`src/train_pkg.sv`:
```
// Package for the serial training pattern generator.
// Assumes a single core clock domain and active-low async reset.
package train_pkg;

	// Fixed part of one training group, in bits
	localparam int unsigned FIXED_BITS   = 192;
	// Least random part and least group length
	localparam int unsigned RAND_MIN     = 192;
	localparam int unsigned GROUP_MIN    = 384;
	// Default framing gap between groups
	localparam int unsigned GAP_DEFAULT  = 0;
	// Fixed segments, first byte sent first, each byte MSB first
	localparam logic [191:0] FIXED_PATTERN = {
		48'h00ff00ff00ff,   // Low-frequency square wave
		24'h008000,         // Positive impulse
		48'h555555555555,   // Half-rate alternating
		24'hffefff,         // Negative impulse
		48'h00ff00ff00ff    // Low-frequency square wave
	};
	// Default LFSR: x^31 + x^28 + 1, maximal length
	localparam int unsigned LFSR_W       = 31;
	localparam logic [30:0] LFSR_TAPS    = 31'h48000000;
	localparam logic [30:0] LFSR_SEED    = 31'h7fffffff;

	typedef enum logic [1:0] {
		ST_DATA  = 2'b00,
		ST_FIXED = 2'b01,
		ST_RAND  = 2'b10,
		ST_GAP   = 2'b11
	} phase_t;

	// Serial lane output bundle
	typedef struct packed {
		logic bit_out;
		logic training;
		logic group_start;
	} lane_t;

endpackage

```
`src/train_lfsr.sv`:
```
// Galois-free Fibonacci LFSR stepping one bit per enable.
// Assumes the tap mask describes a maximal-length polynomial.
module train_lfsr
	import train_pkg::*;
#(
	parameter int unsigned        W    = LFSR_W,
	parameter logic [W-1:0]       TAPS = LFSR_TAPS,
	parameter logic [W-1:0]       SEED = LFSR_SEED
) (
	input  wire logic i_core_clk,
	input  wire logic i_rst_n,
	input  wire logic i_step,
	output logic      o_bit
);

	typedef struct packed {
		logic [W-1:0] sr;
	} lfsr_state_t;

	lfsr_state_t state;
	lfsr_state_t next_state;

	// Too short a register or a zero seed would lock the sequence
	if (W < 3 || SEED == '0) begin : bad_lfsr_cfg
		$error("train_lfsr: width below 3 or zero seed");
	end

	// Feedback is the parity of tapped bits; all-zero is never reached
	always_comb begin
		next_state = state;
		if (i_step)
			next_state.sr = {state.sr[W-2:0], ^(state.sr & TAPS)};
	end

	always_ff @(posedge i_core_clk or negedge i_rst_n) begin
		if (!i_rst_n)
			state.sr <= SEED;
		else
			state <= next_state;
	end

	assign o_bit = state.sr[W-1];

	// Register may never lock up at zero
	lfsr_nonzero_a: assert property (@(posedge i_core_clk) disable iff (!i_rst_n)
		state.sr != '0) else $error("lfsr reached all zero");

endmodule

```
`src/train_gen.sv`:
```
// Serial training pattern generator for one transmit lane.
// Assumes i_core_clk is the symbol clock: one lane bit per cycle.
// Normal data arrives serially on i_data_bit and is passed through.

module train_gen
	import train_pkg::*;
#(
	parameter int unsigned RAND_BITS = RAND_MIN,
	parameter int unsigned GAP_BITS  = GAP_DEFAULT
) (
	input  wire logic i_core_clk,
	input  wire logic i_rst_n,
	input  wire logic i_train_req,
	input  wire logic i_data_bit,
	input  wire logic i_gap_bit,
	output lane_t     o_lane
);

	// Counter wide enough for long random or gap runs
	localparam int unsigned CNT_W = 16;

	// Whole sequencer state in one record
	typedef struct packed {
		phase_t           phase;
		logic [CNT_W-1:0] cnt;
		logic [CNT_W-1:0] grp_len;
		lane_t            lane;
	} gen_state_t;

	gen_state_t state;
	gen_state_t next_state;
	logic       rand_bit;
	logic       rand_step;

	// Random part shorter than 192 bits would break the group length
	if (RAND_BITS < RAND_MIN || FIXED_BITS + RAND_BITS < GROUP_MIN) begin : bad_rand_len
		$error("train_gen: random segment shorter than allowed");
	end
	// The shared counter must hold every segment and gap length
	if (RAND_BITS >= (1 << CNT_W) || GAP_BITS >= (1 << CNT_W)) begin : bad_cnt_width
		$error("train_gen: count too wide for counter");
	end

	train_lfsr u_lfsr (
		.i_core_clk (i_core_clk),
		.i_rst_n    (i_rst_n),
		.i_step     (rand_step),
		.o_bit      (rand_bit)
	);

	// Bit picked from fixed pattern, index 0 is the first bit sent
	function automatic logic fixed_bit(input logic [CNT_W-1:0] idx);
		fixed_bit = FIXED_PATTERN[FIXED_BITS - 1 - idx];
	endfunction

	// Last count of a segment; shared by the sequencer and its checks
	function automatic logic seg_last(input phase_t ph, input logic [CNT_W-1:0] c);
		logic last;
		last = 1'b0;
		case (ph)
			ST_FIXED: last = (c == CNT_W'(FIXED_BITS - 1));
			ST_RAND:  last = (c == CNT_W'(RAND_BITS - 1));
			ST_GAP:   last = (c == CNT_W'(GAP_BITS - 1));
			default:  last = 1'b0;
		endcase
		seg_last = last;
	endfunction

	// LFSR steps exactly when one of its bits is loaded into the lane flop;
	// stepping a cycle late would send the first random bit twice
	assign rand_step = (state.phase == ST_FIXED && seg_last(state.phase, state.cnt))
		|| (state.phase == ST_RAND && !seg_last(state.phase, state.cnt));

	// One bit per cycle; group boundary is the end of the random part
	always_comb begin
		next_state                  = state;
		next_state.lane.group_start = 1'b0;
		case (state.phase)
			ST_DATA: begin
				next_state.lane.bit_out  = i_data_bit;
				next_state.lane.training = 1'b0;
				if (i_train_req) begin
					next_state.phase            = ST_FIXED;
					next_state.cnt              = '0;
					next_state.lane.group_start = 1'b1;
					next_state.lane.training    = 1'b1;
					next_state.lane.bit_out     = fixed_bit('0);
				end
			end
			ST_FIXED: begin
				// Segments 1..5 in sequence
				if (seg_last(state.phase, state.cnt)) begin
					next_state.phase        = ST_RAND;
					next_state.cnt          = '0;
					next_state.lane.bit_out = rand_bit;
				end else begin
					next_state.cnt          = state.cnt + 1'b1;
					next_state.lane.bit_out = fixed_bit(state.cnt + 1'b1);
				end
			end
			ST_RAND: begin
				if (seg_last(state.phase, state.cnt)) begin
					next_state.cnt = '0;
					if (GAP_BITS != 0) begin
						next_state.phase        = ST_GAP;
						next_state.lane.bit_out = i_gap_bit;
					end else if (i_train_req) begin
						next_state.phase            = ST_FIXED;
						next_state.lane.group_start = 1'b1;
						next_state.lane.bit_out     = fixed_bit('0);
					end else begin
						next_state.phase         = ST_DATA;
						next_state.lane.training = 1'b0;
						next_state.lane.bit_out  = i_data_bit;
					end
				end else begin
					next_state.cnt          = state.cnt + 1'b1;
					next_state.lane.bit_out = rand_bit;
				end
			end
			ST_GAP: begin
				// Framing bits follow the group, then repeat or leave
				if (seg_last(state.phase, state.cnt)) begin
					next_state.cnt = '0;
					if (i_train_req) begin
						next_state.phase            = ST_FIXED;
						next_state.lane.group_start = 1'b1;
						next_state.lane.bit_out     = fixed_bit('0);
					end else begin
						next_state.phase         = ST_DATA;
						next_state.lane.training = 1'b0;
						next_state.lane.bit_out  = i_data_bit;
					end
				end else begin
					next_state.cnt          = state.cnt + 1'b1;
					next_state.lane.bit_out = i_gap_bit;
				end
			end
			default: begin
				next_state.phase = ST_DATA;
				next_state.cnt   = '0;
			end
		endcase
		// Cycles since the last group start, held at its top value
		if (next_state.lane.group_start)
			next_state.grp_len = '0;
		else if (state.grp_len != '1)
			next_state.grp_len = state.grp_len + 1'b1;
	end

	// Async reset returns the lane to idle data pass-through
	always_ff @(posedge i_core_clk or negedge i_rst_n) begin
		if (!i_rst_n) begin
			state.phase   <= ST_DATA;
			state.cnt     <= '0;
			state.grp_len <= '0;
			state.lane    <= '0;
		end else begin
			state <= next_state;
		end
	end

	// Lane bits come straight from the state flops
	assign o_lane = state.lane;

	// Fixed-part checks, by position within the group
	first_square_a: assert property (@(posedge i_core_clk) disable iff (!i_rst_n)
		state.lane.group_start |-> !state.lane.bit_out ##1 !state.lane.bit_out [*7]
		##1 state.lane.bit_out [*8]) else $error("square wave wrong");
	pos_impulse_a: assert property (@(posedge i_core_clk) disable iff (!i_rst_n)
		state.lane.group_start |-> ##48 !state.lane.bit_out [*8]
		##1 state.lane.bit_out ##1 !state.lane.bit_out [*7]) else $error("impulse wrong");
	nyquist_bits_a: assert property (@(posedge i_core_clk) disable iff (!i_rst_n)
		state.lane.group_start |-> ##72 !state.lane.bit_out ##1 state.lane.bit_out
		##1 !state.lane.bit_out ##1 state.lane.bit_out) else $error("alternating wrong");
	neg_impulse_a: assert property (@(posedge i_core_clk) disable iff (!i_rst_n)
		state.lane.group_start |-> ##120 state.lane.bit_out [*8]
		##1 state.lane.bit_out [*3] ##1 !state.lane.bit_out) else $error("neg impulse wrong");
	last_square_a: assert property (@(posedge i_core_clk) disable iff (!i_rst_n)
		state.lane.group_start |-> ##144 !state.lane.bit_out [*8]
		##1 state.lane.bit_out [*8]) else $error("fifth segment wrong");

	// Segment order and group length
	random_phase_a: assert property (@(posedge i_core_clk) disable iff (!i_rst_n)
		state.lane.group_start |-> ##192 (state.phase == ST_RAND)) else $error("random late");
	// No new group before the previous one has run its full length
	group_length_a: assert property (@(posedge i_core_clk) disable iff (!i_rst_n)
		(state.lane.training && state.grp_len < CNT_W'(GROUP_MIN - 1))
		|=> !state.lane.group_start) else $error("group cut short");

	// Entry, repeat and exit only at group boundaries
	request_start_a: assert property (@(posedge i_core_clk) disable iff (!i_rst_n)
		(state.phase == ST_DATA && i_train_req) |=> state.lane.group_start)
		else $error("no start");
	repeat_group_a: assert property (@(posedge i_core_clk) disable iff (!i_rst_n)
		(state.phase == ST_RAND && seg_last(state.phase, state.cnt) && GAP_BITS == 0
		&& i_train_req) |=> state.lane.group_start) else $error("no repeat");
	group_exit_a: assert property (@(posedge i_core_clk) disable iff (!i_rst_n)
		(state.phase == ST_RAND && seg_last(state.phase, state.cnt) && GAP_BITS == 0
		&& !i_train_req) |=> (state.phase == ST_DATA && !state.lane.training))
		else $error("no return to data");
	exit_boundary_a: assert property (@(posedge i_core_clk) disable iff (!i_rst_n)
		$fell(state.lane.training) |-> ($past(state.phase) != ST_FIXED
		&& seg_last($past(state.phase), $past(state.cnt)))) else $error("left mid group");

	// Normal data passes through with one cycle of latency while idle
	data_pass_a: assert property (@(posedge i_core_clk) disable iff (!i_rst_n)
		(state.phase == ST_DATA && !i_train_req) |=> (!state.lane.training
		&& state.lane.bit_out == $past(i_data_bit))) else $error("data not passed");

endmodule

```
`config.mk`:
```
export PLATFORM = sky130hd
export DESIGN_NAME = train_gen
export DESIGN_NICKNAME = d
export VERILOG_FILES = /design/src/train_pkg.sv /design/src/train_lfsr.sv /design/src/train_gen.sv
export SDC_FILE = /design/constraint.sdc
export NUM_CORES = 1
export LEC_CHECK = 0
export ABC_AREA = 1
export ABC_CLOCK_PERIOD_IN_PS = 2230
export BUFFER_PORTS_ARGS = -buffer_cell sky130_fd_sc_hd__buf_2
export CAP_MARGIN = 30
export CORE_UTILIZATION = 55
export CTS_CLUSTER_DIAMETER = 120
export DETAILED_ROUTE_END_ITERATION = 10
export HOLD_SLACK_MARGIN = 0.05
export MAX_ROUTING_LAYER = met4
export PLACE_DENSITY = 0.74
export SLEW_MARGIN = 20
export SYNTH_ARGS = -nofsm -noshare
export SYNTH_HDL_FRONTEND = slang
export SYNTH_HIERARCHICAL = 1
export SYNTH_SLANG_ARGS = --single-unit
export TNS_END_PERCENT = 10
```
`constraint.sdc`:
```
create_clock -name i_core_clk -period 2.23 [get_ports i_core_clk]
set_clock_uncertainty 0.1 [all_clocks]
set_input_delay 0.446 -clock i_core_clk [delete_from_list [all_inputs] [get_ports i_core_clk]]
set_output_delay 0.446 -clock i_core_clk [all_outputs]
set_load 0.01 [all_outputs]
```
**After elaboration in Yosys (flattened, before gate mapping)**

Memory sizes are Yosys's and may differ from the RTL's.
Cells that the tools add are included.

- Add/sub/neg operators: 2
- Magnitude comparators: 1
- Equal/unequal tests: 9
- Mux-type cells: 25
- Reduce and logical (&&, ||, !) cells: 10

Operator list:

| cell | count |
|---|---|
| $pmux 18 s4 | 1 |
| $mux 16 | 3 |
| $lt 32x9->1 const B | 1 |
| $reduce_xor 31->1 | 1 |
| $mux 18 | 1 |
| $sub 8x16->17 const A | 1 |
| $add 16x1->16 const B | 1 |
| $eq 16x16->1 const B | 1 |
| $eq 16x8->1 const B | 1 |
| $mux 1 | 11 |
| $mux 2 | 5 |
| $ne 2x1->1 const B | 3 |
| $pmux 2 s3 | 1 |
| $eq 2x2->1 const B | 2 |
| $pmux 1 s4 | 1 |
| $reduce_and 4->1 | 1 |
| $mux 3 | 1 |
| $reduce_and 3->1 | 1 |
| $reduce_bool 3->1 | 1 |
| $eq 2x1->1 const B | 1 |
| $logic_and 1x1->1 | 2 |
| $logic_not 2->1 | 1 |
| $ne 2x2->1 const B | 1 |
| $pmux 1 s2 | 1 |
| other kinds (3) | 3 |

- Flip-flop bits (word level): 52
- ROM bits: 256
- Input bits: 5
- Output and inout bits: 3
- Logic and storage cells: 54
- Memories kept: 1

Memory list:

| memory | depth | bits a word | rd ports | clocked after Yosys merged registers in | wr ports | RTL line | RTL |
|---|---|---|---|---|---|---|---|
| (name not given) | 256 | 1 | 1 | 0 | 0 | train_gen.sv:53 | `fixed_bit = FIXED_PATTERN[FIXED_BITS - 1 - idx];` |

**Longest topological paths before layout**

- Word-level depth: 6
- Depth in mapped cells: 15
- Gate-level depth less buffers: 15

**Modules after synthesis**

Netlist, hierarchy kept.

Modules (own cells, without submodules):

| module | instances | cells each | area an instance (um^2) | sequential area each (um^2) |
|---|---|---|---|---|
| train_gen | 1 | 267 | 1820.5 | 525.5 |
| train_lfsr | 1 | 119 | 1194.9 | 814.5 |

**Worst setup path before layout**

Ideal clock, no wire load.

- Path type: reg2reg
- Start point: register, netlist name state[19]
- End point: register u_lfsr/state[26] (netlist bit)
- Setup time: 0.089 ns
- Data arrival time: 2.241 ns
- Required time: 2.041 ns
- Slack: -0.200 ns
- Cell stages (with the launch flop): 14
- Buffers on the path: 2
- Path through: dfrtp_1 > ha_1 > nand2_2 > nor2_8 > nand4_4 > nor2_1 > nand2_1 > a21o_1 > o21ai_0 > inv_2 > buf_2 > buf_6 > nand2_1 > o21ai_1

RTL lines:

| element | RTL line | RTL |
|---|---|---|
| end signal, assigned | train_lfsr.sv:39 | `state <= next_state;` |
| end, declared | train_lfsr.sv:20 | `lfsr_state_t state;` |

==> flow_summary.html <==
<table>
<tr><th>Metric</th><th>Value</th></tr>
<tr><th colspan="2">Floorplan</th></tr>
<tr><td>Placeable core region</td><td>5200 µm²</td></tr>
<tr><td>Width of the die</td><td>76.0 µm</td></tr>
<tr><td>Number of top-level design ports</td><td>8</td></tr>
<tr><td>Floorplan die height</td><td>76.0 µm</td></tr>
<tr><td>Effective utilization at floorplan</td><td>0.579</td></tr>
<tr><td>DIE AREA</td><td>5780 µm²</td></tr>
<tr><td># rows</td><td>26</td></tr>
<tr><th colspan="2">Logic synthesis</th></tr>
<tr><td>Most frequent cell after synthesis</td><td>sky130_fd_sc_hd__nand2_1</td></tr>
<tr><td>Synth top area cells</td><td>sky130_fd_sc_hd__dfstp_2 (27%), sky130_fd_sc_hd__dfrtp_1 (17%), sky130_fd_sc_hd__nand2_1 (16%)</td></tr>
<tr><td>Sequential-to-total area share from yosys stat</td><td>0.444</td></tr>
<tr><td>Async set-reset flop share out of synthesis</td><td>1.00</td></tr>
<tr><td>Main flop type after synthesis</td><td>sky130_fd_sc_hd__dfstp_2</td></tr>
<tr><td>Syn_nets</td><td>399</td></tr>
<tr><td>Top-area cell type share of the netlist area</td><td>0.270</td></tr>
<tr><td>Yosys Warn Count</td><td>6</td></tr>
<tr><td>Library cell with the largest summed area after synthesis</td><td>sky130_fd_sc_hd__dfstp_2</td></tr>
<tr><td>Number of flops mapped to enable cells by yosys</td><td>0</td></tr>
<tr><td>Post-Syn Area per Cell</td><td>7.81 µm²</td></tr>
<tr><td>Distinct cell type count after synthesis</td><td>33</td></tr>
<tr><td>Synthesized cell area</td><td>3020 µm²</td></tr>
<tr><td>Post-synthesis register bit count</td><td>52</td></tr>
<tr><td>Number of cells produced by synthesis</td><td>386</td></tr>
<tr><td>Most instantiated cells after synthesis</td><td>sky130_fd_sc_hd__nand2_1 (127), sky130_fd_sc_hd__inv_1 (49), sky130_fd_sc_hd__dfstp_2 (31), sky130_fd_sc_hd__o21ai_0 (29), sky130_fd_sc_hd__dfrtp_1 (21)</td></tr>
<tr><th colspan="2">Clock tree</th></tr>
<tr><td>Clock net sink count</td><td>52</td></tr>
<tr><td>Maximum buffer depth of the clock tree</td><td>2</td></tr>
<tr><td>CTS H-tree depth</td><td>2</td></tr>
<tr><td>Clock tree root buffer cell</td><td>sky130_fd_sc_hd__clkbuf_8</td></tr>
<tr><td>Clock latency reported for the late side of the worst-skew pair</td><td>310 ps</td></tr>
<tr><td>CTS tree</td><td>built</td></tr>
<tr><td>CTS clock-pin slew for the worst setup and hold paths</td><td>110 ps</td></tr>
<tr><td>Clock buffers created by TritonCTS</td><td>5</td></tr>
<tr><th colspan="2">Timing</th></tr>
<tr><td>Final-report hold violation count</td><td>0</td></tr>
<tr><td>Pin slew with the least headroom to its limit</td><td>615 ps</td></tr>
<tr><td>Fin Setup TNS</td><td>0 ps</td></tr>
<tr><td>Final critical path time including I/O delays and setup</td><td>2090 ps</td></tr>
<tr><td>Number of max-slew violations in the final report</td><td>0</td></tr>
<tr><td>Setup slack of the critical path after layout</td><td>139 ps</td></tr>
<tr><td>Timing-limited maximum frequency</td><td>478 MHz</td></tr>
<tr><td>Final-report setup violation count</td><td>0</td></tr>
<tr><td>RSZ-0062 raised after global routing</td><td>true</td></tr>
<tr><td>Period utilisation layout</td><td>0.937</td></tr>
<tr><td>Max-slew headroom</td><td>0.588</td></tr>
<tr><td>Worst hold slack after final layout</td><td>359 ps</td></tr>
<tr><th colspan="2">Placement</th></tr>
<tr><td>Placed Instance Area</td><td>3150 µm²</td></tr>
<tr><td>Number of cells in the design after placement</td><td>458</td></tr>
<tr><td>Half-perimeter wire length after placement</td><td>4000 µm</td></tr>
<tr><td>Port bufs</td><td>7</td></tr>
<tr><td>Worst slack, placed</td><td>41.0 ps</td></tr>
<tr><td>GP Congestion</td><td>0.909</td></tr>
<tr><th colspan="2">Critical path</th></tr>
<tr><td>Max incr delay on CP</td><td>430 ps</td></tr>
<tr><td>Setup slack of the most critical reg-to-reg path</td><td>140 ps</td></tr>
<tr><td>Crit Path Category</td><td>reg -&gt; reg</td></tr>
<tr><td>Endpoint class of the critical path</td><td>register</td></tr>
<tr><td>Critical Path Slowest Stage Cell</td><td>sky130_fd_sc_hd__dfrtp_1</td></tr>
<tr><td>Maximum net fanout on the critical path</td><td>14</td></tr>
<tr><td>CP Cell Sequence</td><td>inv_2, nor3_2, nand4_1, nor2_4, nand2_1, a21o_1, o21ai_2, buf_4, nand2_1, o21ai_0</td></tr>
<tr><td>Startpoint types</td><td>register</td></tr>
<tr><td>Worst path required time</td><td>2360 ps</td></tr>
<tr><td>Worst Path Buf+Inv</td><td>2</td></tr>
<tr><td>Critical R2R Launch</td><td>state[33]$_DFFE_PN0N_</td></tr>
<tr><td>Endpoint of the most critical register-to-register path</td><td>u_lfsr/state[3]$_DFFE_PN1P_</td></tr>
<tr><td>WP data arrival</td><td>2220 ps</td></tr>
<tr><td>Worst Reg2Reg Path Length in Cells</td><td>10</td></tr>
<tr><td>Cell seen most often among critical-path stages</td><td>sky130_fd_sc_hd__nand2_1</td></tr>
<tr><td>Crit path max-delay family</td><td>simple AND/OR/NAND/NOR gates</td></tr>
<tr><th colspan="2">Routing</th></tr>
<tr><td>Vias</td><td>2405</td></tr>
<tr><td>Total wirelength of the detailed-routed design</td><td>5670 µm</td></tr>
<tr><td>Average routed wire per standard cell</td><td>12.1 µm</td></tr>
<tr><td>Violation count after the first detailed-routing iteration</td><td>164</td></tr>
<tr><td>Post-detailed-route DRC marker count</td><td>0</td></tr>
<tr><td>DRT antenna net count</td><td>0</td></tr>
<tr><td>Detailed-routing iteration count for the pre-antenna-repair pass</td><td>6</td></tr>
<tr><td>Average via count per standard cell</td><td>5.12</td></tr>
<tr><th colspan="2">Pwr</th></tr>
<tr><td>PwrDens</td><td>758 nW/µm²</td></tr>
<tr><td>Static power due to leakage</td><td>1.51 nW</td></tr>
<tr><td>Max IR drop VDD</td><td>409 µV</td></tr>
<tr><td>Total power</td><td>2.52 mW</td></tr>
<tr><th colspan="2">Cells and area</th></tr>
<tr><td>Post-layout utilization of the core</td><td>0.638</td></tr>
<tr><td>Number of nets at the end of the flow</td><td>412</td></tr>
<tr><td>Share of cells above drive strength 1</td><td>0.265</td></tr>
<tr><td>Final design area excluding fillers</td><td>3320 µm²</td></tr>
<tr><td>Footprint of the multi-input gates</td><td>1430 µm²</td></tr>
<tr><td>N_diodes</td><td>0</td></tr>
<tr><td>Number of fill cells in the layout</td><td>452</td></tr>
<tr><td>FF/Latch Area</td><td>1340 µm²</td></tr>
<tr><td>Final cell count without fillers</td><td>470</td></tr>
<tr><td>Syn-to-layout area delta</td><td>10.2%</td></tr>
<tr><th colspan="2">Flow run</th></tr>
<tr><td>Max-cap viol count</td><td>0</td></tr>
<tr><th colspan="2">GRT</th></tr>
<tr><td>Maximum number of pins on one net before global-route repair</td><td>34</td></tr>
<tr><td>All-Layer GR Usage</td><td>0.220</td></tr>
<tr><td>Remaining global-route overflow</td><td>0</td></tr>
<tr><td>Antenna violations before repair</td><td>0</td></tr>
<tr><td>Wire length of the first global-routing pass</td><td>9980 µm</td></tr>
<tr><td>Vias in the first global route</td><td>2186</td></tr>
<tr><th colspan="2">Min path</th></tr>
<tr><td>Hold Crit Start</td><td>i_data_bit</td></tr>
<tr><td>Path type of the worst min-delay path</td><td>in -&gt; reg</td></tr>
<tr><td>Worst Hold Endpoint</td><td>o_lane[2]$_DFF_PN0_</td></tr>
<tr><td>Worst Hold Path Cells</td><td>5</td></tr>
<tr><th colspan="2">Run status</th></tr>
<tr><td>Status</td><td>complete, no violations</td></tr>
</table>
[metal layers]
metal | global-route usage | part of all wire | vias to the layer above
li1 | - | - | 1229
met1 | 0.311 | 0.51 | 1127
met2 | 0.331 | 0.44 | 44
met3 | 0.0359 | 0.037 | 5
met4 | 0.0596 | 0.0097 | 0
met5 | - | 0 | -
[timing repair]
item / in CTS / in global routing
gates resized for setup: 0 / 18
setup buffers: 0 / 3
hold endpoints to repair: 14 / 0
hold buffers: 1 / 0
setup endpoints to repair: 0 / 32
[cell type report]
| cell class | count | share of cell area |
|---|---|---|
| clock inverter | 3 | 0.00829 |
| sequential | 52 | 0.404 |
| clock buffer | 5 | 0.0207 |
| multi-input combinational | 267 | 0.429 |
| timing repair buffer | 22 | 0.0539 |
| inverter | 51 | 0.0576 |
| tap | 70 | 0.0264 |
[worst max-delay path by stage]
stage / endpoint / start / cells past startpoint
finish: u_lfsr/state[3]$_DFFE_PN1P_ / state[33]$_DFFE_PN0N_ / 10
global route: u_lfsr/state[3]$_DFFE_PN1P_ / state[31]$_DFFE_PN0N_ / 10
CTS: u_lfsr/state[4]$_DFFE_PN1P_ / state[19]$_DFFE_PN0N_ / 11
detailed placement: u_lfsr/state[2]$_DFFE_PN1P_ / state[19]$_DFFE_PN0N_ / 11
global placement: u_lfsr/state[8]$_DFFE_PN1P_ / state[19]$_DFFE_PN0N_ / 11
floorplan: u_lfsr/state[26]$_DFFE_PN1P_ / state[19]$_DFFE_PN0N_ / 13
[sequential cells by signal, indices dropped and copies added, names as in the netlist]
| signal | count |
|---|---|
| u_lfsr/state | 31 |
| state | 18 |
| o_lane | 3 |
[logic make-up after synthesis]
group	synth area share
simple gates	0.324
buf+inv	0.0954
flops	0.444
compound gates	0.0888
fa+ha+maj	0.0332
xor+xnor	0.0145
[worst register-to-register path: stages, from the launching register on]
cell	delay [ps]
sky130_fd_sc_hd__dfrtp_1	430
sky130_fd_sc_hd__inv_2	70
sky130_fd_sc_hd__nor3_2	160
sky130_fd_sc_hd__nand4_1	240
sky130_fd_sc_hd__nor2_4	190
sky130_fd_sc_hd__nand2_1	60
sky130_fd_sc_hd__a21o_1	170
sky130_fd_sc_hd__o21ai_2	210
sky130_fd_sc_hd__buf_4	220
sky130_fd_sc_hd__nand2_1	70
sky130_fd_sc_hd__o21ai_0	90
[power breakdown]
group	internal, mW	switching (mW)	leakage, nW
clock	0.231	0.346	0.0463
combinational	0.279	0.628	0.855
sequential	0.994	0.0399	0.605
total	1.50	1.01	1.51
[cells in the final DEF (no fill, tap or decap), types with 4 or more instances in the layout]
cell	netlist	routed
sky130_fd_sc_hd__a21oi_1	4	4
sky130_fd_sc_hd__buf_2	8	7
sky130_fd_sc_hd__buf_4	3	11
sky130_fd_sc_hd__clkbuf_8	0	5
sky130_fd_sc_hd__dfrtp_1	21	20
sky130_fd_sc_hd__dfstp_2	31	31
sky130_fd_sc_hd__ha_1	8	7
sky130_fd_sc_hd__inv_1	49	46
sky130_fd_sc_hd__inv_2	2	5
sky130_fd_sc_hd__nand2_1	127	127
sky130_fd_sc_hd__nand2_2	15	15
sky130_fd_sc_hd__nand3_1	20	20
sky130_fd_sc_hd__nand3_2	8	8
sky130_fd_sc_hd__nand4_1	6	6
sky130_fd_sc_hd__nor2_1	18	16
sky130_fd_sc_hd__nor2_2	4	5
sky130_fd_sc_hd__o21ai_0	29	23
sky130_fd_sc_hd__o21ai_1	9	12
sky130_fd_sc_hd__o21ai_2	1	4
sky130_fd_sc_hd__xor2_1	4	4
No activity file was read; power rests on OpenSTA's default activity.
